**config.mk**
```make
export PLATFORM = sky130hd
export DESIGN_NAME = mixed_axis_fault_response
export DESIGN_NICKNAME = d
export VERILOG_FILES = /design/src/hw/mixed_axis_fault_response.v
export VERILOG_INCLUDE_DIRS = /design/src /design/src/hw
export SDC_FILE = /design/constraint.sdc
export NUM_CORES = 1
export LEC_CHECK = 0
export ABC_CLOCK_PERIOD_IN_PS = 10800
export BUFFER_PORTS_ARGS = -buffer_cell sky130_fd_sc_hd__buf_2
export CORE_MARGIN = 2
export CORE_UTILIZATION = 50
export DETAILED_ROUTE_END_ITERATION = 12
export PLACE_DENSITY = 0.73
export SYNTH_ARGS = -nofsm -noshare
export SYNTH_HDL_FRONTEND = slang
export SYNTH_SLANG_ARGS = --single-unit
```
**constraint.sdc**
```tcl
create_clock -name i_clk_sys -period 10.8 [get_ports i_clk_sys]
set_clock_uncertainty 0.1 [all_clocks]
set_input_delay 1.62 -clock i_clk_sys [delete_from_list [all_inputs] [get_ports i_clk_sys]]
set_output_delay 1.62 -clock i_clk_sys [all_outputs]
set_load 0.005 [all_outputs]
```
**src/hw/fault_resp_defs.vh**
```
// Purpose: constants for the mixed-axis fault response block
// Assumes: one control-cycle clock, plain register port
// Notes: error codes are decimal values carried in 16-bit fields
`ifndef FAULT_RESP_DEFS_VH
`define FAULT_RESP_DEFS_VH
// register offsets
`define ADDR_CTRL 4'h0
`define ADDR_STAT 4'h1
`define ADDR_OUT_MINOR 4'h2
`define ADDR_OUT_MAJOR 4'h3
`define ADDR_REAL_MINOR 4'h4
`define ADDR_REAL_MAJOR 4'h5
`define ADDR_TORQUE 4'h6
`define ADDR_SPEED_LIM 4'h7
`define ADDR_FLAGS 4'h8
// control register fields
`define CTRL_CLUTCH 0
`define CTRL_ON_ERR_CLUTCH_OFF 1
`define CTRL_DECEL_RAPID 2
`define CTRL_OLD_FW 3
`define CTRL_TORQUE_DEV_SET 4
`define CTRL_RESET_VAL 16'h0000
`define TORQUE_RESET_VAL 16'h012C
`define SPEED_LIM_RESET_VAL 16'hFFFF
// error codes
`define ERR_OUT_STROKE_SWITCH 16'h1388
`define ERR_REAL_STROKE_START 16'h0069
`define ERR_OUT_STROKE_RUN 16'h178E
`define ERR_REAL_STROKE_RUN 16'h00CF
`define ERR_OUT_SPEED 16'h177A
`define ERR_REAL_SPEED 16'h0033
`define ERR_OUT_STOP 16'h2B0C
`define ERR_REAL_STOP_START 16'h03E8
`define ERR_OUT_UPPER 16'h2B16
`define ERR_OUT_LOWER 16'h2B20
`define ERR_REAL_UPPER_START 16'h03E9
`define ERR_REAL_LOWER_START 16'h03EA
`define ERR_REAL_UPPER_RUN 16'h044D
`define ERR_REAL_LOWER_RUN 16'h044E
`endif

```
**src/hw/mixed_axis_fault_response.v**
```verilog
// Purpose: fault detection and response for one output axis and one real mode axis
// Assumes: sensor and command inputs come from pins, synchronised here
// Notes: registers at word index; read data one cycle after read strobe
//
// Behaviour
// - output axis out of stroke at real-to-virtual switch: minor 5000, block system start
// - real axis out of stroke: minor 105 at program start, no motion
// - output axis leaves stroke while running: minor 6030, keeps running
// - real axis leaves stroke while running: minor 207, decelerated stop
// - output axis over speed limit: minor 6010, speed not clamped
// - real axis command over speed limit: minor error, speed clamped to limit
// - stop input on output axis: major 11020, continue or clutch on-error mode
// - real axis stop input at start: major 1000, start refused
// - real axis stop input while moving: stop with configured deceleration
// - upper limit inactive on forward output travel: major 11030, clutch behaviour
// - lower limit inactive on reverse output travel: major 11040, clutch behaviour
// - real axis upper limit: 1001 blocks forward start, 1101 stops forward travel
// - real axis lower limit: 1002 blocks reverse start, 1102 stops reverse travel
// - output torque limit follows setting device when selected, except old firmware during switch; else individual change
// - servo-off ignored during real axis positioning; old firmware accepts it in virtual mode
// - old firmware rejects operation, position, speed, torque changes during switch
// - old firmware refuses virtual-to-real switch while real axis positions
// - real axis minor codes 1 to 999, major codes 1000 to 1299
// - output axis codes never written into real axis code stores
//
// Local design decisions: the register offsets and the address-and-strobe port.
`timescale 1ns/10ps
`include "fault_resp_defs.vh"
module mixed_axis_fault_response #(
   parameter W = 16
) (
   input wire i_clk_sys,
   input wire i_rst_n,
   input wire [3:0] i_addr,
   input wire [W-1:0] i_wdata,
   input wire i_wr,
   input wire i_rd,
   input wire i_virtual_mode,
   input wire i_mode_switching,
   input wire i_switch_to_real_req,
   input wire i_out_stroke_ok,
   input wire i_out_running,
   input wire i_out_dir_fwd,
   input wire [W-1:0] i_out_speed,
   input wire i_out_stop,
   input wire i_upper_travel_limit,
   input wire i_lower_travel_limit,
   input wire [W-1:0] i_torque_limit_setting,
   input wire i_torque_limit_individual_change,
   input wire [W-1:0] i_torque_individual_value,
   input wire i_real_stroke_ok,
   input wire i_real_start_req,
   input wire i_real_dir_fwd,
   input wire i_real_done,
   input wire [W-1:0] i_real_cmd_speed,
   input wire i_real_stop,
   input wire i_real_upper_limit,
   input wire i_real_lower_limit,
   input wire i_axis_servo_off_command,
   input wire i_torque_limit_change_request,
   input wire [W-1:0] i_torque_change_value,
   output reg [W-1:0] o_rdata,
   output reg o_out_system_start_block,
   output reg o_out_clutch_off,
   output reg o_out_on_error_stop,
   output reg [W-1:0] o_out_torque_limit,
   output reg o_real_moving,
   output reg o_real_decel,
   output reg o_real_rapid,
   output reg [W-1:0] o_real_speed,
   output reg [W-1:0] o_real_torque_limit,
   output reg o_servo_off,
   output reg o_switch_to_real_ack,
   output reg o_switch_to_real_refused
);
   // reset release
   reg rst_s1_reg;
   reg rst_n_reg;
   always @(posedge i_clk_sys or negedge i_rst_n) begin
      if (!i_rst_n) begin
         rst_s1_reg <= 1'b0;
         rst_n_reg <= 1'b0;
      end else begin
         rst_s1_reg <= 1'b1;
         rst_n_reg <= rst_s1_reg;
      end
   end

   // two-stage pin synchronisers for the single-bit inputs
   localparam NS = 19;
   wire [NS-1:0] pin_raw = {i_torque_limit_change_request, i_virtual_mode, i_mode_switching,
      i_switch_to_real_req, i_out_stroke_ok, i_out_running, i_out_dir_fwd, i_out_stop,
      i_upper_travel_limit, i_lower_travel_limit, i_torque_limit_individual_change,
      i_real_stroke_ok, i_real_start_req, i_real_dir_fwd, i_real_done, i_real_stop,
      i_real_upper_limit, i_real_lower_limit, i_axis_servo_off_command};
   reg [NS-1:0] pin_s1_reg;
   reg [NS-1:0] pin_reg;
   reg [NS-1:0] pin_d_reg;
   // data words sampled alongside (held stable by the source while in use)
   reg [W-1:0] out_speed_reg;
   reg [W-1:0] real_cmd_reg;
   reg [W-1:0] tq_set_reg;
   reg [W-1:0] tq_ind_reg;
   reg [W-1:0] tq_chg_reg;
   always @(posedge i_clk_sys or negedge rst_n_reg) begin
      if (!rst_n_reg) begin
         pin_s1_reg <= {NS{1'b0}};
         pin_reg <= {NS{1'b0}};
         pin_d_reg <= {NS{1'b0}};
         out_speed_reg <= {W{1'b0}};
         real_cmd_reg <= {W{1'b0}};
         tq_set_reg <= `TORQUE_RESET_VAL;
         tq_ind_reg <= `TORQUE_RESET_VAL;
         tq_chg_reg <= `TORQUE_RESET_VAL;
      end else begin
         pin_s1_reg <= pin_raw;
         pin_reg <= pin_s1_reg;
         pin_d_reg <= pin_reg;
         out_speed_reg <= i_out_speed;
         real_cmd_reg <= i_real_cmd_speed;
         tq_set_reg <= i_torque_limit_setting;
         tq_ind_reg <= i_torque_individual_value;
         tq_chg_reg <= i_torque_change_value;
      end
   end

   // named views of the synchronised pins
   wire virt = pin_reg[17];
   wire switching = pin_reg[16];
   wire sw_req_rise = pin_reg[15] & ~pin_d_reg[15];
   wire out_stroke_ok = pin_reg[14];
   wire out_run = pin_reg[13];
   wire out_fwd = pin_reg[12];
   wire out_stop_rise = pin_reg[11] & ~pin_d_reg[11];
   wire up_fall = ~pin_reg[10] & pin_d_reg[10];
   wire lo_fall = ~pin_reg[9] & pin_d_reg[9];
   wire tq_ind_rise = pin_reg[8] & ~pin_d_reg[8];
   wire real_stroke_ok = pin_reg[7];
   wire start_rise = pin_reg[6] & ~pin_d_reg[6];
   wire real_fwd = pin_reg[5];
   wire real_done = pin_reg[4];
   wire real_stop = pin_reg[3];
   wire real_up = pin_reg[2];
   wire real_lo = pin_reg[1];
   wire servo_off_cmd = pin_reg[0];
   wire virt_rise = pin_reg[17] & ~pin_d_reg[17];
   wire out_stroke_exit = ~pin_reg[14] & pin_d_reg[14];
   wire chg_rise = pin_reg[18] & ~pin_d_reg[18];

   // software registers
   reg [W-1:0] ctrl_reg;
   reg [W-1:0] speed_lim_reg;
   wire clutch = ctrl_reg[`CTRL_CLUTCH];
   wire old_fw = ctrl_reg[`CTRL_OLD_FW];
   wire frozen = old_fw & switching;
   // outputs of the fault detector
   reg [W-1:0] out_minor_reg;
   reg [W-1:0] out_major_reg;
   reg [W-1:0] real_minor_reg;
   reg [W-1:0] real_major_reg;
   reg [3:0] flags_reg;
   wire wr_flags = i_wr && i_addr == `ADDR_FLAGS;
   wire real_decel_stop = o_real_moving & ~o_real_decel & ~o_real_rapid;
   wire out_err = out_stop_rise | (out_run & out_fwd & up_fall) | (out_run & ~out_fwd & lo_fall);

   // fault detection, response and code latching
   always @(posedge i_clk_sys or negedge rst_n_reg) begin
      if (!rst_n_reg) begin
         ctrl_reg <= `CTRL_RESET_VAL;
         speed_lim_reg <= `SPEED_LIM_RESET_VAL;
         out_minor_reg <= {W{1'b0}};
         out_major_reg <= {W{1'b0}};
         real_minor_reg <= {W{1'b0}};
         real_major_reg <= {W{1'b0}};
         flags_reg <= 4'h0;
         o_rdata <= {W{1'b0}};
         o_out_system_start_block <= 1'b0;
         o_out_clutch_off <= 1'b0;
         o_out_on_error_stop <= 1'b0;
         o_out_torque_limit <= `TORQUE_RESET_VAL;
         o_real_moving <= 1'b0;
         o_real_decel <= 1'b0;
         o_real_rapid <= 1'b0;
         o_real_speed <= {W{1'b0}};
         o_real_torque_limit <= `TORQUE_RESET_VAL;
         o_servo_off <= 1'b0;
         o_switch_to_real_ack <= 1'b0;
         o_switch_to_real_refused <= 1'b0;
      end else begin
         // register writes; flags clear by writing one, a new event wins
         if (wr_flags) begin
            flags_reg <= flags_reg & ~i_wdata[3:0];
         end
         if (i_wr && i_addr == `ADDR_CTRL) begin
            ctrl_reg <= i_wdata;
         end
         if (i_wr && i_addr == `ADDR_SPEED_LIM && !frozen) begin
            speed_lim_reg <= i_wdata;
         end
         // read port, one cycle latency
         if (i_rd) begin
            if (i_addr == `ADDR_CTRL) begin
               o_rdata <= ctrl_reg;
            end else if (i_addr == `ADDR_STAT) begin
               o_rdata <= {{(W-7){1'b0}}, o_servo_off, o_real_rapid, o_real_decel,
                  o_real_moving, o_out_on_error_stop, o_out_clutch_off,
                  o_out_system_start_block};
            end else if (i_addr == `ADDR_OUT_MINOR) begin
               o_rdata <= out_minor_reg;
            end else if (i_addr == `ADDR_OUT_MAJOR) begin
               o_rdata <= out_major_reg;
            end else if (i_addr == `ADDR_REAL_MINOR) begin
               o_rdata <= real_minor_reg;
            end else if (i_addr == `ADDR_REAL_MAJOR) begin
               o_rdata <= real_major_reg;
            end else if (i_addr == `ADDR_TORQUE) begin
               o_rdata <= o_out_torque_limit;
            end else if (i_addr == `ADDR_SPEED_LIM) begin
               o_rdata <= speed_lim_reg;
            end else if (i_addr == `ADDR_FLAGS) begin
               o_rdata <= {{(W-4){1'b0}}, flags_reg};
            end else begin
               o_rdata <= {W{1'b0}};
            end
         end
         // output axis stroke at switch and while running
         if (virt_rise && !out_stroke_ok) begin
            out_minor_reg <= `ERR_OUT_STROKE_SWITCH;
            flags_reg[0] <= 1'b1;
            o_out_system_start_block <= 1'b1;
         end else if (out_run && out_stroke_exit) begin
            out_minor_reg <= `ERR_OUT_STROKE_RUN;
            flags_reg[0] <= 1'b1;
         end else if (out_run && out_speed_reg > speed_lim_reg) begin
            out_minor_reg <= `ERR_OUT_SPEED;
            flags_reg[0] <= 1'b1;
         end
         if (!virt) begin
            o_out_system_start_block <= 1'b0;
         end
         // output axis major: codes kept apart from real stores
         if (out_stop_rise) begin
            out_major_reg <= `ERR_OUT_STOP;
         end else if (out_run && out_fwd && up_fall) begin
            out_major_reg <= `ERR_OUT_UPPER;
         end else if (out_run && !out_fwd && lo_fall) begin
            out_major_reg <= `ERR_OUT_LOWER;
         end
         // no clutch: axis keeps going; clutch: follow on-error mode
         if (out_err) begin
            flags_reg[1] <= 1'b1;
            if (clutch && ctrl_reg[`CTRL_ON_ERR_CLUTCH_OFF]) begin
               o_out_clutch_off <= 1'b1;
            end else if (clutch) begin
               o_out_on_error_stop <= 1'b1;
            end
         end else if (!out_run) begin
            o_out_clutch_off <= 1'b0;
            o_out_on_error_stop <= 1'b0;
         end
         // output axis torque: setting device, else individual change
         if (!frozen) begin
            if (ctrl_reg[`CTRL_TORQUE_DEV_SET]) begin
               o_out_torque_limit <= tq_set_reg;
            end else if (tq_ind_rise) begin
               o_real_torque_limit <= tq_ind_reg;
               o_out_torque_limit <= tq_ind_reg;
            end else if (chg_rise) begin
               o_real_torque_limit <= tq_chg_reg;
            end
         end
         // real mode axis start checks
         if (start_rise && !o_real_moving && !frozen) begin
            if (!real_stroke_ok) begin
               real_minor_reg <= `ERR_REAL_STROKE_START;
               flags_reg[2] <= 1'b1;
            end else if (real_stop) begin
               real_major_reg <= `ERR_REAL_STOP_START;
               flags_reg[3] <= 1'b1;
            end else if (real_fwd && !real_up) begin
               real_major_reg <= `ERR_REAL_UPPER_START;
               flags_reg[3] <= 1'b1;
            end else if (!real_fwd && !real_lo) begin
               real_major_reg <= `ERR_REAL_LOWER_START;
               flags_reg[3] <= 1'b1;
            end else begin
               o_real_moving <= 1'b1;
               if (real_cmd_reg > speed_lim_reg) begin
                  o_real_speed <= speed_lim_reg;
                  real_minor_reg <= `ERR_REAL_SPEED;
                  flags_reg[2] <= 1'b1;
               end else begin
                  o_real_speed <= real_cmd_reg;
               end
            end
         end else if (real_decel_stop) begin
            // running faults on the real axis
            if (!real_stroke_ok) begin
               real_minor_reg <= `ERR_REAL_STROKE_RUN;
               flags_reg[2] <= 1'b1;
               o_real_decel <= 1'b1;
            end else if (real_stop) begin
               o_real_decel <= ~ctrl_reg[`CTRL_DECEL_RAPID];
               o_real_rapid <= ctrl_reg[`CTRL_DECEL_RAPID];
            end else if (real_fwd ? !real_up : !real_lo) begin
               real_major_reg <= real_fwd ? `ERR_REAL_UPPER_RUN : `ERR_REAL_LOWER_RUN;
               flags_reg[3] <= 1'b1;
               o_real_decel <= ~ctrl_reg[`CTRL_DECEL_RAPID];
               o_real_rapid <= ctrl_reg[`CTRL_DECEL_RAPID];
            end else if (real_done) begin
               o_real_moving <= 1'b0;
            end
         end else if (o_real_moving && real_done) begin
            o_real_moving <= 1'b0;
            o_real_decel <= 1'b0;
            o_real_rapid <= 1'b0;
            o_real_speed <= {W{1'b0}};
         end
         // servo-off: ignored while positioning unless old firmware in virtual mode
         if (!servo_off_cmd) begin
            o_servo_off <= 1'b0;
         end else if (!o_real_moving || (virt && old_fw)) begin
            o_servo_off <= 1'b1;
         end
         // virtual-to-real switch request
         o_switch_to_real_ack <= 1'b0;
         o_switch_to_real_refused <= 1'b0;
         if (sw_req_rise) begin
            if (old_fw && o_real_moving) begin
               o_switch_to_real_refused <= 1'b1;
            end else begin
               o_switch_to_real_ack <= 1'b1;
            end
         end
      end
   end
endmodule // mixed_axis_fault_response

```
==> run summary <==
Outcome: finished, final reports clean
DP HPWL: 18140 um
Slowest CP cell: nand4_1
PD cells: 211.4 nW/um^2
Tmin final: 4120 ps
Crit-path max FO: 33
Worst path buffer plus inverter count: 2
Cell Area, Synth: 10310 sq um
Crit share post-route: 38.14%
H-tree Lvls: 1
Max_cap viols: 0
Worst-skew pair later-pin latency: 520 ps
Final instance area: 12430 sq um
Worst VDD drop: 0.1318 mV
Setup_tns: 0 ps
Slew margin rel.: 18.67%
Reg2reg end: o_real_speed[8]$_DFFE_PN0P_
Final GP Congestion: 0.9142
Synth Area in Adders: 3.884%
Arr. time, crit path: 4460 ps
Root Driver: clkbuf_16
CTS clk-pin slew, worst paths: 60 ps
CTS resizes: 0
Post-CTS setup buffers: 0
CP endpoint kind: register
Critical Path Source Type: primary input
Number of enable flip-flop cells after synthesis: 0
Gate power share: 16.1%
# fillers: 1586
CTS Hold Bufs: 0
Port buffer count: 195
Synthesized netlist cell count: 831
Actual slew at the worst max-slew pin: 1220 ps
FF-to-FF setup slack: 7720 ps
Avg Vias per Cell: 5.337
RSZ-0062 raised after global routing: false
Max incr delay on CP: 890 ps
Core area: 20230 sq um
Synth Area in XOR/XNOR: 0%
Die ar.: 21780 sq um
Clock power frac: 36.1%
Synth Flop Type: dfrtp_1
Mux share of post-synthesis cell area: 9.165%
Worst path cell trace: buf_2 -> inv_1 -> nor3_2 -> nand4_1 -> mux2_2
Share of post-route cells with drive strength above 1: 31.93%
Routed wire length: 25100 um
Sequential fraction of design power: 47.8%
Pint: 1.922 mW
Dpl cell area: 11500 sq um
Overall die width: 147.6 um
Site Rows: 52
Max Clock Freq: 242.7 MHz
Syn Area/Cell: 12.40 sq um
Final nets: 1178
Fin. Hold Viols: 0
Total congestion overflow: 0
Synth Area in Compound Gates: 12.35%
Largest net degree at the start of global routing: 75
Total CTS buffers: 27
Vias in the first global route: 6887
Worst path required time: 11140 ps
# IOs: 196
Final Max Tran Viols: 0
Register area share after synthesis: 63.32%
Synth-to-Final Area Change: 20.64%
Antenna Nets Post-Route: 0
Die Ht: 147.6 um
Initial antenna violation count: 4
Synth Area in Simple Gates: 8.339%
Worst setup path category: in2reg
First-pass GRT wire length: 39030 um
Wire per inst: 19.09 um
Yosys reg bits: 259
Pleak: 5.931 nW
# DRC: 0
CP delay by family, top: simple AND/OR/NAND/NOR gates
Main combinational cell family by area after synthesis: compound AO/OA/AOI/OAI gates
CTS tree: yes
Ys async rst share: 100.0%
P_sw: 0.7071 mW
Critical R2R Launch: speed_lim_reg[13]$_DFFE_PN1P_
DR vias: 7018
CTS Sinks: 259
Util after Layout: 61.45%
Count of cell types in the netlist: 61
GRT Total Usage: 23.15%
First-pass iteration count of the detailed router: 5
Syn Nets: 986
Hold Crit Class: reg2async
Switching share of power: 26.89%
R2r worst-path depth: 8
Initial Utilization: 50.94%
1st-iter DRT viols: 380
Clk buf depth: 3
# setup viols final: 0
Ys Warns: 0
## per-layer routing
layer	part of all wire (%)	track usage [%]	up-vias
li1	-	-	3334
met1	45	33.24	3420
met2	47	36.49	216
met3	6.6	5.278	44
met4	2.1	5.144	4
met5	0.096	0	-
## per-stage QoR
stage          std cells  worst slack, ps  hold slack, ps  total power [mW]
4_1_cts             1313             6681           246.5             2.653
6_report            1315             6680           226.1             2.629
5_1_grt             1314             6528           254.6             2.764
3_5_place_dp        1264             6138           234.7             1.696
2_1_floorplan        831             3011           231.2             1.478
3_3_place_gp        1264             6266           232.2             1.681
## worst register-to-register path, cell delays in order, from the launching register on
cell and delay, ps:
dfstp_2 530, inv_1 90, ha_1 320, a21oi_1 150, nor2b_1 60, o21ai_0 350
o2111ai_1 360, a21oi_2 760, a221o_1 280
## cell type report
cell class	instances	area, sq um	area share (%)
diodes	2	5.005	0.04025
multi-input cells	497	3485	28.02
repair buffers	199	1006	8.090
clock inverters	9	150.1	1.207
inverters	39	146.4	1.177
flip-flops and latches	259	6530	52.52
clock buffers	40	774.5	6.229
well taps	270	337.8	2.717
## synth_stat cells, drive strengths merged (3+ instances only)
library cell	n	area share, %
dfrtp	223	54
nand2	68	2.5
o21ai	67	3.3
mux2i	46	4.5
a21oi	45	2.2
mux2	41	4.5
inv	39	1.4
nor2	38	1.4
dfstp	36	9.2
ha	32	3.9
clkbuf	25	0.91
and2	17	1.0
a221o	16	1.6
nand3	12	0.58
a21o	11	0.80
buf	11	0.58
a22oi	10	0.73
o22ai	8	0.49
nand4	7	0.42
a31oi	6	0.36
nand2b	6	0.36
nor3	5	0.29
o211ai	5	0.36
o21a	5	0.36
a32oi	4	0.34
and3	4	0.24
or2	4	0.24
a31o	3	0.25
nand3b	3	0.22
nor2b	3	0.18
## cell usage in the layout, fill, tap and decap left out, types with 36 or more instances in the layout
cell     count
a21oi_1     44
dfrtp_1    222
mux2i_1     46
nor2_1      38
dfstp_2     36
nand2_1     68
buf_2      195
inv_1       39
o21ai_0     65
mux2_2      41
## logic make-up after synthesis
| group | after synthesis |
|---|---|
| flops | 259 |
| compound gates | 199 |
| simple gates | 177 |
| mux | 88 |
| buf+inv | 75 |
| fa+ha+maj | 32 |
| other cells | 1 |
## power groups by stage
stage / clock network, mW / logic (mW) / registers (mW)
finish: 0.949 / 0.424 / 1.26
global route: 1.01 / 0.476 / 1.27
CTS: 0.969 / 0.427 / 1.26
detailed placement: 0 / 0.425 / 1.27
global placement: 0 / 0.413 / 1.27
floorplan: 0 / 0.249 / 1.23
## worst max-delay path by stage
stage	from	endpoint	slack (ps)	cells after the start
finish	i_addr[1]	speed_lim_reg[12]$_DFFE_PN1P_	6680	5
global route	i_addr[1]	speed_lim_reg[0]$_DFFE_PN1P_	6530	5
CTS	i_addr[1]	speed_lim_reg[12]$_DFFE_PN1P_	6680	5
detailed placement	i_addr[1]	speed_lim_reg[9]$_DFFE_PN1P_	6140	5
global placement	i_addr[1]	speed_lim_reg[14]$_DFFE_PN1P_	6270	5
floorplan	rst_n_reg$_DFF_PN0_	ctrl_reg[0]$_DFFE_PN0P_	3010	0
Power figures use the tool's default switching activity.
